--- config.mk ---
export PLATFORM = sky130hd
export DESIGN_NAME = prs_top
export DESIGN_NICKNAME = d
export VERILOG_FILES = /design/src/inc/prs_pkg.sv /design/src/logic/prs_top.sv /design/src/logic/prs_shaper.sv
export SDC_FILE = /design/constraint.sdc
export NUM_CORES = 1
export LEC_CHECK = 0
export BUFFER_PORTS_ARGS = -buffer_cell sky130_fd_sc_hd__buf_2
export CAP_MARGIN = 0
export CORE_ASPECT_RATIO = 0.8
export CORE_UTILIZATION = 40
export DETAILED_ROUTE_END_ITERATION = 16
export GPL_ROUTABILITY_DRIVEN = 1
export GPL_TIMING_DRIVEN = 0
export SLEW_MARGIN = 20
export SYNTH_ARGS = -nofsm -noshare
export SYNTH_HDL_FRONTEND = slang
export SYNTH_SLANG_ARGS = --single-unit
--- constraint.sdc ---
create_clock -name sys_clk -period 8.3 [get_ports sys_clk]
set_input_delay 0 -clock sys_clk [delete_from_list [all_inputs] [get_ports sys_clk]]
set_output_delay 0 -clock sys_clk [all_outputs]
set_load 0.1 [all_outputs]
--- src/inc/prs_pkg.sv ---
// constants and types for the power ramp and shaping block
// ************************************************************
// How it works
// - eight-entry power table, 3-bit index limit picks the steady entry
// - ramping walks every entry from 0 up to the limit and back down
// - chip select low turns on core regulator and crystal oscillator
// - serial output goes low when ready; no clock edge before that
// - after power-down strobe, power drops at chip select high, returns at low
// - table entry 0 resets to 0xc6
// - single access reaches entry 0 only; burst reaches the others
// - sleep keeps entry 0 and clears all other entries
// - amplitude shaping counter counts up on one, down on zero
// - shaping counter steps at eight times the symbol rate
// - counter saturates at index limit going up and zero going down
// - counter value is the table index selecting output power
// ************************************************************
package prs_pkg;

  localparam int PRS_TABLE_DEPTH = 8;
  localparam logic [7:0] PRS_ENTRY0_RESET = 8'hc6;
  localparam logic [7:0] PRS_ENTRY_CLEAR = 8'h00;
  localparam logic [2:0] PRS_INDEX_ZERO = 3'h0;
  localparam logic [2:0] PRS_INDEX_STEP = 3'h1;

  // oscillator start-up before the serial output is driven low
  localparam int PRS_CLK_PERIOD_NS = 10;
  localparam int PRS_XOSC_START_NS = 200;
  localparam int PRS_XOSC_START_CYC =
    (PRS_XOSC_START_NS + PRS_CLK_PERIOD_NS - 1) / PRS_CLK_PERIOD_NS;
  localparam logic [7:0] PRS_READY_COUNT = 8'(PRS_XOSC_START_CYC);

  typedef struct packed {
    logic en;
    logic burst;
    logic [2:0] index;
    logic [7:0] data;
  } prs_wr_t;

  typedef struct packed {
    logic ask_mode;
    logic tx_active;
    logic tx_symbol;
    logic shape_tick;
  } prs_mod_t;

endpackage

--- src/logic/prs_top.sv ---
// power table, wake and sleep control and power setting output
`timescale 1ns/100ps
module prs_top
  import prs_pkg::*;
(
  // clock and reset
  input wire logic sys_clk,
  input wire logic rst_n,
  // chip select pin
  input wire logic chip_select_active_low,
  // command strobes from the serial decoder
  input wire logic power_down_strobe,
  // table write from the serial decoder
  input wire prs_wr_t table_wr,
  // configuration
  input wire logic [2:0] pa_index_limit,
  input wire prs_mod_t mod,
  // serial data output pin
  output logic serial_out,
  output logic serial_out_oe,
  // power control
  output logic core_power_on,
  output logic xosc_on,
  // amplifier drive
  output logic [2:0] pa_index,
  output logic [7:0] pa_setting
);

  // ************************************************************
  // reset release and pin synchroniser
  // ************************************************************
  logic rst_meta_reg;
  logic rst_sync_n;

  always_ff @(posedge sys_clk or negedge rst_n) begin
    if (!rst_n) begin
      rst_meta_reg <= 1'b0;
      rst_sync_n <= 1'b0;
    end else begin
      rst_meta_reg <= 1'b1;
      rst_sync_n <= rst_meta_reg;
    end
  end

  logic cs_meta_reg;
  logic cs_sync_reg;

  always_ff @(posedge sys_clk or negedge rst_sync_n) begin
    if (!rst_sync_n) begin
      cs_meta_reg <= 1'b1;
      cs_sync_reg <= 1'b1;
    end else begin
      cs_meta_reg <= chip_select_active_low;
      cs_sync_reg <= cs_meta_reg;
    end
  end

  // ************************************************************
  // power-down and wake
  // ************************************************************
  logic pd_pending_reg;
  logic power_reg;
  logic sleep_go;
  logic wake_go;

  assign sleep_go = pd_pending_reg && cs_sync_reg && power_reg;
  assign wake_go = !cs_sync_reg && !power_reg;

  // a new strobe in the cycle the pending flag clears is kept
  always_ff @(posedge sys_clk or negedge rst_sync_n) begin
    if (!rst_sync_n) begin
      pd_pending_reg <= 1'b0;
    end else if (power_down_strobe && power_reg) begin
      pd_pending_reg <= 1'b1;
    end else if (sleep_go) begin
      pd_pending_reg <= 1'b0;
    end
  end

  always_ff @(posedge sys_clk or negedge rst_sync_n) begin
    if (!rst_sync_n) begin
      power_reg <= 1'b1;
    end else if (wake_go) begin
      power_reg <= 1'b1;
    end else if (sleep_go) begin
      power_reg <= 1'b0;
    end
  end

  always_ff @(posedge sys_clk or negedge rst_sync_n) begin
    if (!rst_sync_n) begin
      core_power_on <= 1'b1;
      xosc_on <= 1'b1;
    end else begin
      core_power_on <= power_reg;
      xosc_on <= power_reg;
    end
  end

  // ************************************************************
  // ready indication on the serial output
  // ************************************************************
  logic [7:0] ready_cnt_reg;
  logic ready_done;

  assign ready_done = ready_cnt_reg == PRS_READY_COUNT;

  // counts oscillator start-up from chip select low with power on
  always_ff @(posedge sys_clk or negedge rst_sync_n) begin
    if (!rst_sync_n) begin
      ready_cnt_reg <= 8'h00;
    end else if (cs_sync_reg || !power_reg) begin
      ready_cnt_reg <= 8'h00;
    end else if (!ready_done) begin
      ready_cnt_reg <= 8'(ready_cnt_reg + 8'h01);
    end
  end

  // drive low only once ready; released while deselected
  always_ff @(posedge sys_clk or negedge rst_sync_n) begin
    if (!rst_sync_n) begin
      serial_out <= 1'b0;
      serial_out_oe <= 1'b0;
    end else begin
      serial_out <= 1'b0;
      serial_out_oe <= ready_done && !cs_sync_reg && power_reg;
    end
  end

  // ************************************************************
  // power level table
  // ************************************************************
  logic [7:0] table_reg [PRS_TABLE_DEPTH];
  logic [2:0] wr_index;

  // single access always lands on entry 0
  assign wr_index = table_wr.burst ? table_wr.index : PRS_INDEX_ZERO;

  always_ff @(posedge sys_clk or negedge rst_sync_n) begin
    if (!rst_sync_n) begin
      table_reg[0] <= PRS_ENTRY0_RESET;
      for (int i = 1; i < PRS_TABLE_DEPTH; i++) begin
        table_reg[i] <= PRS_ENTRY_CLEAR;
      end
    end else begin
      for (int i = 1; i < PRS_TABLE_DEPTH; i++) begin
        if (sleep_go) begin
          table_reg[i] <= PRS_ENTRY_CLEAR;
        end
      end
      if (table_wr.en) begin
        table_reg[wr_index] <= table_wr.data;
      end
    end
  end

  // ************************************************************
  // index counter and amplifier drive
  // ************************************************************
  prs_shaper u_shaper (
    .sys_clk(sys_clk),
    .rst_sync_n(rst_sync_n),
    .mod(mod),
    .pa_index_limit(pa_index_limit),
    .index_reg(pa_index)
  );

  // selected entry drives the amplifier through a register, one cycle after the index
  always_ff @(posedge sys_clk or negedge rst_sync_n) begin
    if (!rst_sync_n) begin
      pa_setting <= PRS_ENTRY0_RESET;
    end else begin
      pa_setting <= table_reg[pa_index];
    end
  end

  // ************************************************************
  // checks
  // ************************************************************
  a_single_entry0: assert property (@(posedge sys_clk)
    disable iff (!rst_sync_n)
    table_wr.en && !table_wr.burst && !sleep_go |=>
    table_reg[0] == $past(table_wr.data) &&
    table_reg[1] == $past(table_reg[1]))
    else $error("single write missed entry 0");

  a_burst_entry: assert property (@(posedge sys_clk)
    disable iff (!rst_sync_n)
    table_wr.en && table_wr.burst |=>
    table_reg[$past(table_wr.index)] == $past(table_wr.data))
    else $error("burst write missed its entry");

  a_sleep_clear: assert property (@(posedge sys_clk)
    disable iff (!rst_sync_n)
    sleep_go && !table_wr.en |=> table_reg[7] == 8'h00 &&
    table_reg[1] == 8'h00 && table_reg[0] == $past(table_reg[0]))
    else $error("sleep entry did not clear the table");

  a_wake_on_cs: assert property (@(posedge sys_clk)
    disable iff (!rst_sync_n)
    !cs_sync_reg |-> ##2 core_power_on && xosc_on)
    else $error("chip select low did not restore power");

  a_power_off: assert property (@(posedge sys_clk)
    disable iff (!rst_sync_n)
    pd_pending_reg && cs_sync_reg && power_reg |-> ##2 !core_power_on)
    else $error("power stayed on after deselect");

  a_stay_on: assert property (@(posedge sys_clk)
    disable iff (!rst_sync_n)
    !pd_pending_reg && power_reg |=> power_reg)
    else $error("power dropped without strobe");

  a_so_ready: assert property (@(posedge sys_clk)
    disable iff (!rst_sync_n)
    $rose(serial_out_oe) |-> !serial_out &&
    $past(ready_cnt_reg) == PRS_READY_COUNT)
    else $error("serial output driven before ready");

  a_so_release: assert property (@(posedge sys_clk)
    disable iff (!rst_sync_n)
    cs_sync_reg |=> !serial_out_oe)
    else $error("serial output driven while deselected");

  // the index must hold over the lookup cycle, or a tick moves it
  a_setting_map: assert property (@(posedge sys_clk)
    disable iff (!rst_sync_n)
    !table_wr.en && !sleep_go ##1 $stable(pa_index) |->
    pa_setting == table_reg[pa_index])
    else $error("amplifier setting does not match entry");

  c_ramp_top: cover property (@(posedge sys_clk) disable iff (!rst_sync_n)
    pa_index == 3'h7 && !mod.ask_mode);
  c_ask_shape: cover property (@(posedge sys_clk) disable iff (!rst_sync_n)
    mod.ask_mode && pa_index == 3'h0 ##1 pa_index == 3'h1);
  c_sleep_wake: cover property (@(posedge sys_clk) disable iff (!rst_sync_n)
    sleep_go ##[1:200] wake_go);
  c_so_low: cover property (@(posedge sys_clk) disable iff (!rst_sync_n)
    $rose(serial_out_oe));

endmodule // prs_top

--- src/logic/prs_shaper.sv ---
// up/down index counter for power ramping and amplitude shaping
`timescale 1ns/100ps
module prs_shaper
  import prs_pkg::*;
(
  // clock and reset
  input wire logic sys_clk,
  input wire logic rst_sync_n,
  // control
  input wire prs_mod_t mod,
  input wire logic [2:0] pa_index_limit,
  // index out
  output logic [2:0] index_reg
);

  logic count_up;
  logic [2:0] index_next;

  // keying picks the direction, otherwise the transmit window does
  assign count_up = mod.ask_mode ? mod.tx_symbol : mod.tx_active;

  always_comb begin
    index_next = index_reg;
    if (index_reg > pa_index_limit) begin
      index_next = pa_index_limit;
    end else if (mod.shape_tick) begin
      if (count_up && index_reg != pa_index_limit) begin
        index_next = 3'(index_reg + PRS_INDEX_STEP);
      end else if (!count_up && index_reg != PRS_INDEX_ZERO) begin
        index_next = 3'(index_reg - PRS_INDEX_STEP);
      end
    end
  end

  always_ff @(posedge sys_clk or negedge rst_sync_n) begin
    if (!rst_sync_n) begin
      index_reg <= PRS_INDEX_ZERO;
    end else begin
      index_reg <= index_next;
    end
  end

  // ************************************************************
  // checks
  // ************************************************************
  a_count_up: assert property (@(posedge sys_clk) disable iff (!rst_sync_n)
    mod.shape_tick && count_up && index_reg < pa_index_limit ##1
    $stable(pa_index_limit) |-> index_reg == $past(index_reg) + 3'h1)
    else $error("counter did not step up");
  a_count_down: assert property (@(posedge sys_clk) disable iff (!rst_sync_n)
    mod.shape_tick && !count_up && index_reg != 3'h0 &&
    index_reg <= pa_index_limit |=> index_reg == $past(index_reg) - 3'h1)
    else $error("counter did not step down");
  a_sat_limit: assert property (@(posedge sys_clk) disable iff (!rst_sync_n)
    $stable(pa_index_limit) |-> index_reg <= pa_index_limit)
    else $error("counter passed the index limit");
  a_hold_no_tick: assert property (@(posedge sys_clk) disable iff (!rst_sync_n)
    !mod.shape_tick && index_reg <= pa_index_limit |=> $stable(index_reg))
    else $error("counter moved without a tick");

endmodule // prs_shaper

After elaboration in Yosys (flattened, before gate mapping)
Cells that the tools add are included.
{"block": "word_totals", "elab_cells": 75, "inputBits": 24, "reg_bits": 91}
{"block": "op_classes", "eq_ne": 3, "reduce_logical": 19, "addsub": 3, "muxes": 25, "bitwise_logic": 2, "order_cmp": 4}
{"cell": "$mux W8", "count": 12}
{"cell": "$bwmux W64", "count": 1}
{"cell": "$mux W56", "count": 1}
{"cell": "$bmux W8 S3", "count": 1}
{"cell": "$demux W8 S3", "count": 1}
{"cell": "$mux W3", "count": 5}
{"cell": "$logic_and A1 B1 Y1", "count": 9}
{"cell": "$add A8 B1 Y8 const B", "count": 1}
{"cell": "$eq A8 B5 Y1 const B", "count": 1}
{"cell": "$ge A4 B4 Y1 const B", "count": 2}
{"cell": "$not A3 Y4", "count": 2}
{"cell": "$reduce_bool A2 Y1", "count": 3}
{"cell": "$reduce_bool A3 Y1", "count": 2}
{"cell": "$lt A4 B1 Y1 const B", "count": 1}
{"cell": "$mux W1", "count": 4}
{"cell": "$add A3 B1 Y3 const B", "count": 1}
{"cell": "$gt A3 B3 Y1", "count": 1}
{"cell": "$logic_not A1 Y1", "count": 3}
{"cell": "$ne A3 B3 Y1", "count": 1}
{"cell": "$sub A3 B1 Y3 const B", "count": 1}
{"cell": "$ne A2 B1 Y1 const B", "count": 1}
{"cell": "$reduce_and A2 Y1", "count": 1}
{"cell": "$logic_or A1 B1 Y1", "count": 1}

Longest topological paths before layout
{"block": "depth", "depth_word": 8, "depth_mapped": 10, "ltp_nobuf": 8}

Modules after synthesis
A second synthesis with hierarchy kept.
{"block": "hier_totals", "cells_unflattened": 349, "hier_area_um2": 4418.0}
{"module": "prs_top", "area_each_um2": 4106.4, "instances": 1, "cells_per_inst": 316}
{"module": "prs_shaper", "area_each_um2": 311.5, "instances": 1, "cells_per_inst": 33}

Least setup slack after synthesis
Ideal clock, no wire load.
{"block": "synth_timing", "path_type": "reg2reg", "from": "reg u_shaper.index_reg[0]", "to": "reg u_shaper.index_reg[2]", "arrival_time_ns": 3.213, "stages_incl_launch_ff": 11, "setup_time_ns": 0.082, "required_time_ns": 8.218, "slack_ns": 5.005, "synth_period_minus_slack_ns": 3.295, "path_cell_list": "dfrtp_1 buf_4 buf_6 inv_1 ha_1 nand3_1 nand2_1 fa_1 or4b_4 a211o_1 o211ai_2"}
{"block": "synth_via", "elab_chain_cells": 5, "word_cells_on_any_way": 14, "cone_classes": "2 x add/sub; 1 x order compare; 1 x eq/ne; 4 x mux; 6 x reduce/logical"}
{"item": "from (decl)", "line_no": "prs_shaper.sv:13", "rtl": "output logic [2:0] index_reg"}
{"item": "from (signal assigned)", "line_no": "prs_shaper.sv:39", "rtl": "index_reg <= index_next;"}
{"item": "$sub A3 B1 Y3 or $ne A3 B3 Y1 (tied branches)", "line_no": "prs_shaper.sv:30, prs_shaper.sv:27"}
{"item": "$mux W3 or $logic_and A1 B1 Y1 (tied branches)", "line_no": "prs_shaper.sv:29, prs_shaper.sv:27"}
{"item": "$mux W3", "line_no": "prs_shaper.sv:27", "rtl": "if (count_up && index_reg != pa_index_limit) begin"}
{"item": "$mux W3", "line_no": "prs_shaper.sv:26", "rtl": "end else if (mod.shape_tick) begin"}
{"item": "$mux W3", "line_no": "prs_shaper.sv:24", "rtl": "if (index_reg > pa_index_limit) begin"}
Several ways; a longest one is shown, not always the timed one. The select of a mux whose other input is x is not followed.
A chain may end at the register's enable or synchronous reset.

Final worst setup path
Same ends and word-level chain as after synthesis.

==> results.rst <==
.. list-table::
   :header-rows: 1

   * - Metric
     - Value
   * - Number of synthesized register bits
     - 91
   * - Nets
     - approximately 480
   * - Result of the run
     - complete, no violations
   * - Top-Level Pins
     - 39
   * - Count of clock tree sinks
     - 91
   * - Full die area
     - roughly 11000 sq um
   * - List of cells traversed by the critical path
     - buf_4 -> buf_6 -> inv_1 -> ha_1 -> nand3_1 -> nand2_1 -> fa_1 -> or4b_4 -> a211o_1 -> o211ai_2
   * - Area of placed instances
     - 4590 sq um
   * - Setup repair after global routing missed its margin
     - no
   * - Layout-stage area growth over the synthesis result
     - 17.9%
   * - Die X
     - ~120 um
   * - N_diodes
     - 0
   * - Share of async-settable or async-resettable flops after synthesis
     - between 90% and 100%
   * - Tightest slew margin relative to the limit
     - ~46%
   * - Total DRC errors in the routed layout
     - 0
   * - Average detailed-routed wire length per instance
     - 16.0 um
   * - Delay contributed by the slowest stage of the critical path
     - around 0.55 ns
   * - Type of the worst setup path
     - reg2reg
   * - Fin. Hold Viols
     - 0
   * - Total number of yosys warnings
     - 0
   * - Kind of cell adding the most delay to the critical path
     - simple AND/OR/NAND/NOR gates
   * - Data required, critical path
     - around 8.6 ns
   * - Final design area excluding fillers
     - between 5000 and 6000 sq um
   * - Area of the core region
     - 10300 sq um
   * - Number of setup violations in the final report
     - 0
   * - Fraction of layout instances using a drive strength above 1
     - between 20% and 30%
   * - Yosys top cell by area
     - sky130_fd_sc_hd__dfrtp_1
   * - Syn Std Cell Area
     - between 4000 and 5000 sq um
   * - Root Buffer
     - sky130_fd_sc_hd__clkbuf_16
   * - Total half-perimeter wirelength after legalization and detailed placement
     - 6500 um
   * - Fmax
     - 353 MHz
   * - Fin Clk Skew
     - between 0.006 and 0.007 ns
   * - Synthesized instance count
     - 405
   * - Register Area
     - 2300 sq um
   * - Leading cell type in the layout, fill and taps excluded
     - sky130_fd_sc_hd__nand2_1
   * - Number of nets produced by synthesis
     - 435
   * - Count of final max-slew check failures
     - 0
   * - Max VDD drop
     - roughly 140 uV
   * - Detailed Route WL
     - between 9000 and 10000 um
   * - Hold bufs inserted after CTS
     - 8
   * - Die height
     - roughly 94 um
   * - Top cells by area, synth
     - sky130_fd_sc_hd__dfrtp_1 47%, sky130_fd_sc_hd__nand2_1 11%, sky130_fd_sc_hd__mux4_2 8.5%
   * - Max-cap violation count
     - 0
   * - Count of port buffers added during placement
     - 29
   * - Number of enable flip-flop cells after synthesis
     - 0
   * - Length of the first detailed-routing pass in iterations
     - 4
   * - Buffer levels on the longest clock path
     - 2
   * - Cts repair resizes
     - 0
   * - Type of the most critical hold path
     - in2reg
   * - Number of flip-flops under the largest register name
     - 64
   * - Pin slew with the least headroom to its limit
     - around 0.8 ns
   * - Global-route wire length before repair
     - ~16000 um
   * - Category of the worst setup path launch point
     - flop
   * - Antenna Violating Nets Remaining
     - 0
   * - Via count
     - ~3200
   * - Layout filler cell count
     - about 950
   * - H-tree lvl count
     - 3
   * - Area of the multi-input gates
     - around 1800 sq um
   * - Time the worst path needs with I/O delays and setup
     - around 2.8 ns
   * - Buf/Inv on CP
     - 3
   * - Endpoint arrival time on the critical path
     - 3.10 ns
   * - Routability-driven placement congestion ratio
     - between 0.8 and 0.9
   * - Crit path max fanout
     - 10
   * - Sequential share of the synthesized area
     - 54.1%
   * - Critical-path cell with the highest stage delay
     - sky130_fd_sc_hd__or4b_4
   * - Largest net degree at the start of global routing
     - 55
   * - Synth top area share
     - between 40% and 50%
   * - Avg Synthesized Cell Area
     - 10.5 sq um
   * - Clock buffer count from CTS
     - 9
   * - Commonest cells after routing, fill and taps aside
     - 123 x sky130_fd_sc_hd__nand2_1, 78 x sky130_fd_sc_hd__dfrtp_1, 59 x sky130_fd_sc_hd__o21ai_0
   * - Setup crit end kind
     - flop
   * - Summed negative setup slack over all endpoints
     - 0 ns
   * - Later-pin clock latency in the skew report
     - ~0.34 ns
   * - Number of distinct library cells after synthesis
     - between 40 and 50
   * - Via count normalized by instance count
     - around 5.3
   * - Leading register cell type out of synthesis
     - sky130_fd_sc_hd__dfrtp_1
   * - CTS clk-pin slew, worst paths
     - roughly 0.06 ns
   * - Vias in the first global route
     - about 3100
   * - Antenna violations before repair
     - 0
   * - Post-route fraction of the period consumed by the critical path
     - 34.1%
   * - Drt first-iter violations
     - approximately 180
   * - Starting Density
     - between 40% and 50%
   * - Standard-cell row count
     - 33
   * - Number of buffers added for setup after CTS
     - 0
   * - Overall fraction of global-route tracks in use
     - about a fifth
   * - Remaining global-route overflow
     - 0
   * - Clock tree from TritonCTS
     - yes
   * - Leakage
     - roughly 2.2 nW
   * - Power per standard cell area
     - roughly 300 nW/um^2
[worst reg2reg max path: cells and delay by family (launching register included)]
family / cells / cell delay [ns]
AOI/OAI and AO/OA: 2 / 0.34
adders and majority gates: 2 / 0.65
buffers and inverters: 3 / 0.55
DFF: 1 / 0.42
and+or+nand+nor: 3 / 0.80
[final timing paths]
check,cells after the start,to,start,slack [ns]
max,10,u_shaper.index_reg[2],u_shaper.index_reg[0],5.47
min,3,table_reg[25],table_wr[1],0.04
max reg2reg,10,u_shaper.index_reg[2],u_shaper.index_reg[0],5.47
min reg2reg,0,table_reg[2],rst_sync_n,0.29
max in group asynchronous,1,pa_setting[1],rst_sync_n,7.33
min in group asynchronous,0,table_reg[2],rst_sync_n,0.29
[cells in the mapped netlist, types with 2 or more instances]
library cell and count:
sky130_fd_sc_hd__nand2_1 123, sky130_fd_sc_hd__dfrtp_1 79, sky130_fd_sc_hd__o21ai_0 59, sky130_fd_sc_hd__clkbuf_1 22
sky130_fd_sc_hd__mux2_2 16, sky130_fd_sc_hd__mux4_2 16, sky130_fd_sc_hd__dfstp_2 12, sky130_fd_sc_hd__nor2_1 9
sky130_fd_sc_hd__inv_1 7, sky130_fd_sc_hd__nand3_1 7, sky130_fd_sc_hd__ha_1 5, sky130_fd_sc_hd__nor3_2 4
sky130_fd_sc_hd__a21oi_1 3, sky130_fd_sc_hd__buf_4 3, sky130_fd_sc_hd__a31oi_1 2, sky130_fd_sc_hd__buf_2 2
sky130_fd_sc_hd__buf_6 2, sky130_fd_sc_hd__conb_1 2, sky130_fd_sc_hd__mux2i_1 2, sky130_fd_sc_hd__nand2b_1 2
sky130_fd_sc_hd__nand4_1 2, sky130_fd_sc_hd__o21ai_1 2, sky130_fd_sc_hd__or3_1 2, sky130_fd_sc_hd__xor2_1 2
[cell type report]
cell class	count	share of cell area (%)
Sequential cell	91	45.9
Multi-Input combinational cell	278	35.7
Clock buffer	12	5.13
Timing Repair Buffer	38	5.05
Tap cell	140	3.50
Buffer	29	2.75
Clock inverter	4	1.45
Inverter	7	0.525
[cell families after synthesis]
family,share of synthesized area (%)
buffers and inverters,3.87
adders and majority gates,1.95
and+or+nand+nor,16.3
other,0.177
AOI/OAI and AO/OA,9.44
DFF,54.1
xor gates and xnor gates,0.620
muxes,13.6
[power breakdown]
| part | total [mW] | switching, mW | internal [mW] |
|---|---|---|---|
| registers | 0.545 | 0.0341 | 0.511 |
| logic | 0.543 | 0.373 | 0.170 |
| clock network | 0.449 | 0.169 | 0.280 |
[metal layers]
layer	vias up	wire, um	track usage (%)
met4	0	128	6.22
li1	1484	-	-
met5	-	0	0
met2	64	4380	28.8
met1	1603	4650	28.5
met3	11	443	4.52
[per-stage QoR]
step	power, mW	hold slack, ns	util, %	setup slack [ns]	instances
2_1_floorplan	0.985	-0.296	-	5.00	405
3_3_place_gp	1.08	-0.215	44.4	4.51	574
3_5_place_dp	1.09	-0.212	44.7	5.45	575
4_1_cts	1.55	0.0354	48.6	5.43	599
5_1_grt	1.61	0.0645	48.6	5.29	599
6_report	1.54	0.0387	48.6	5.47	599
Power figures use the tool's default switching activity.
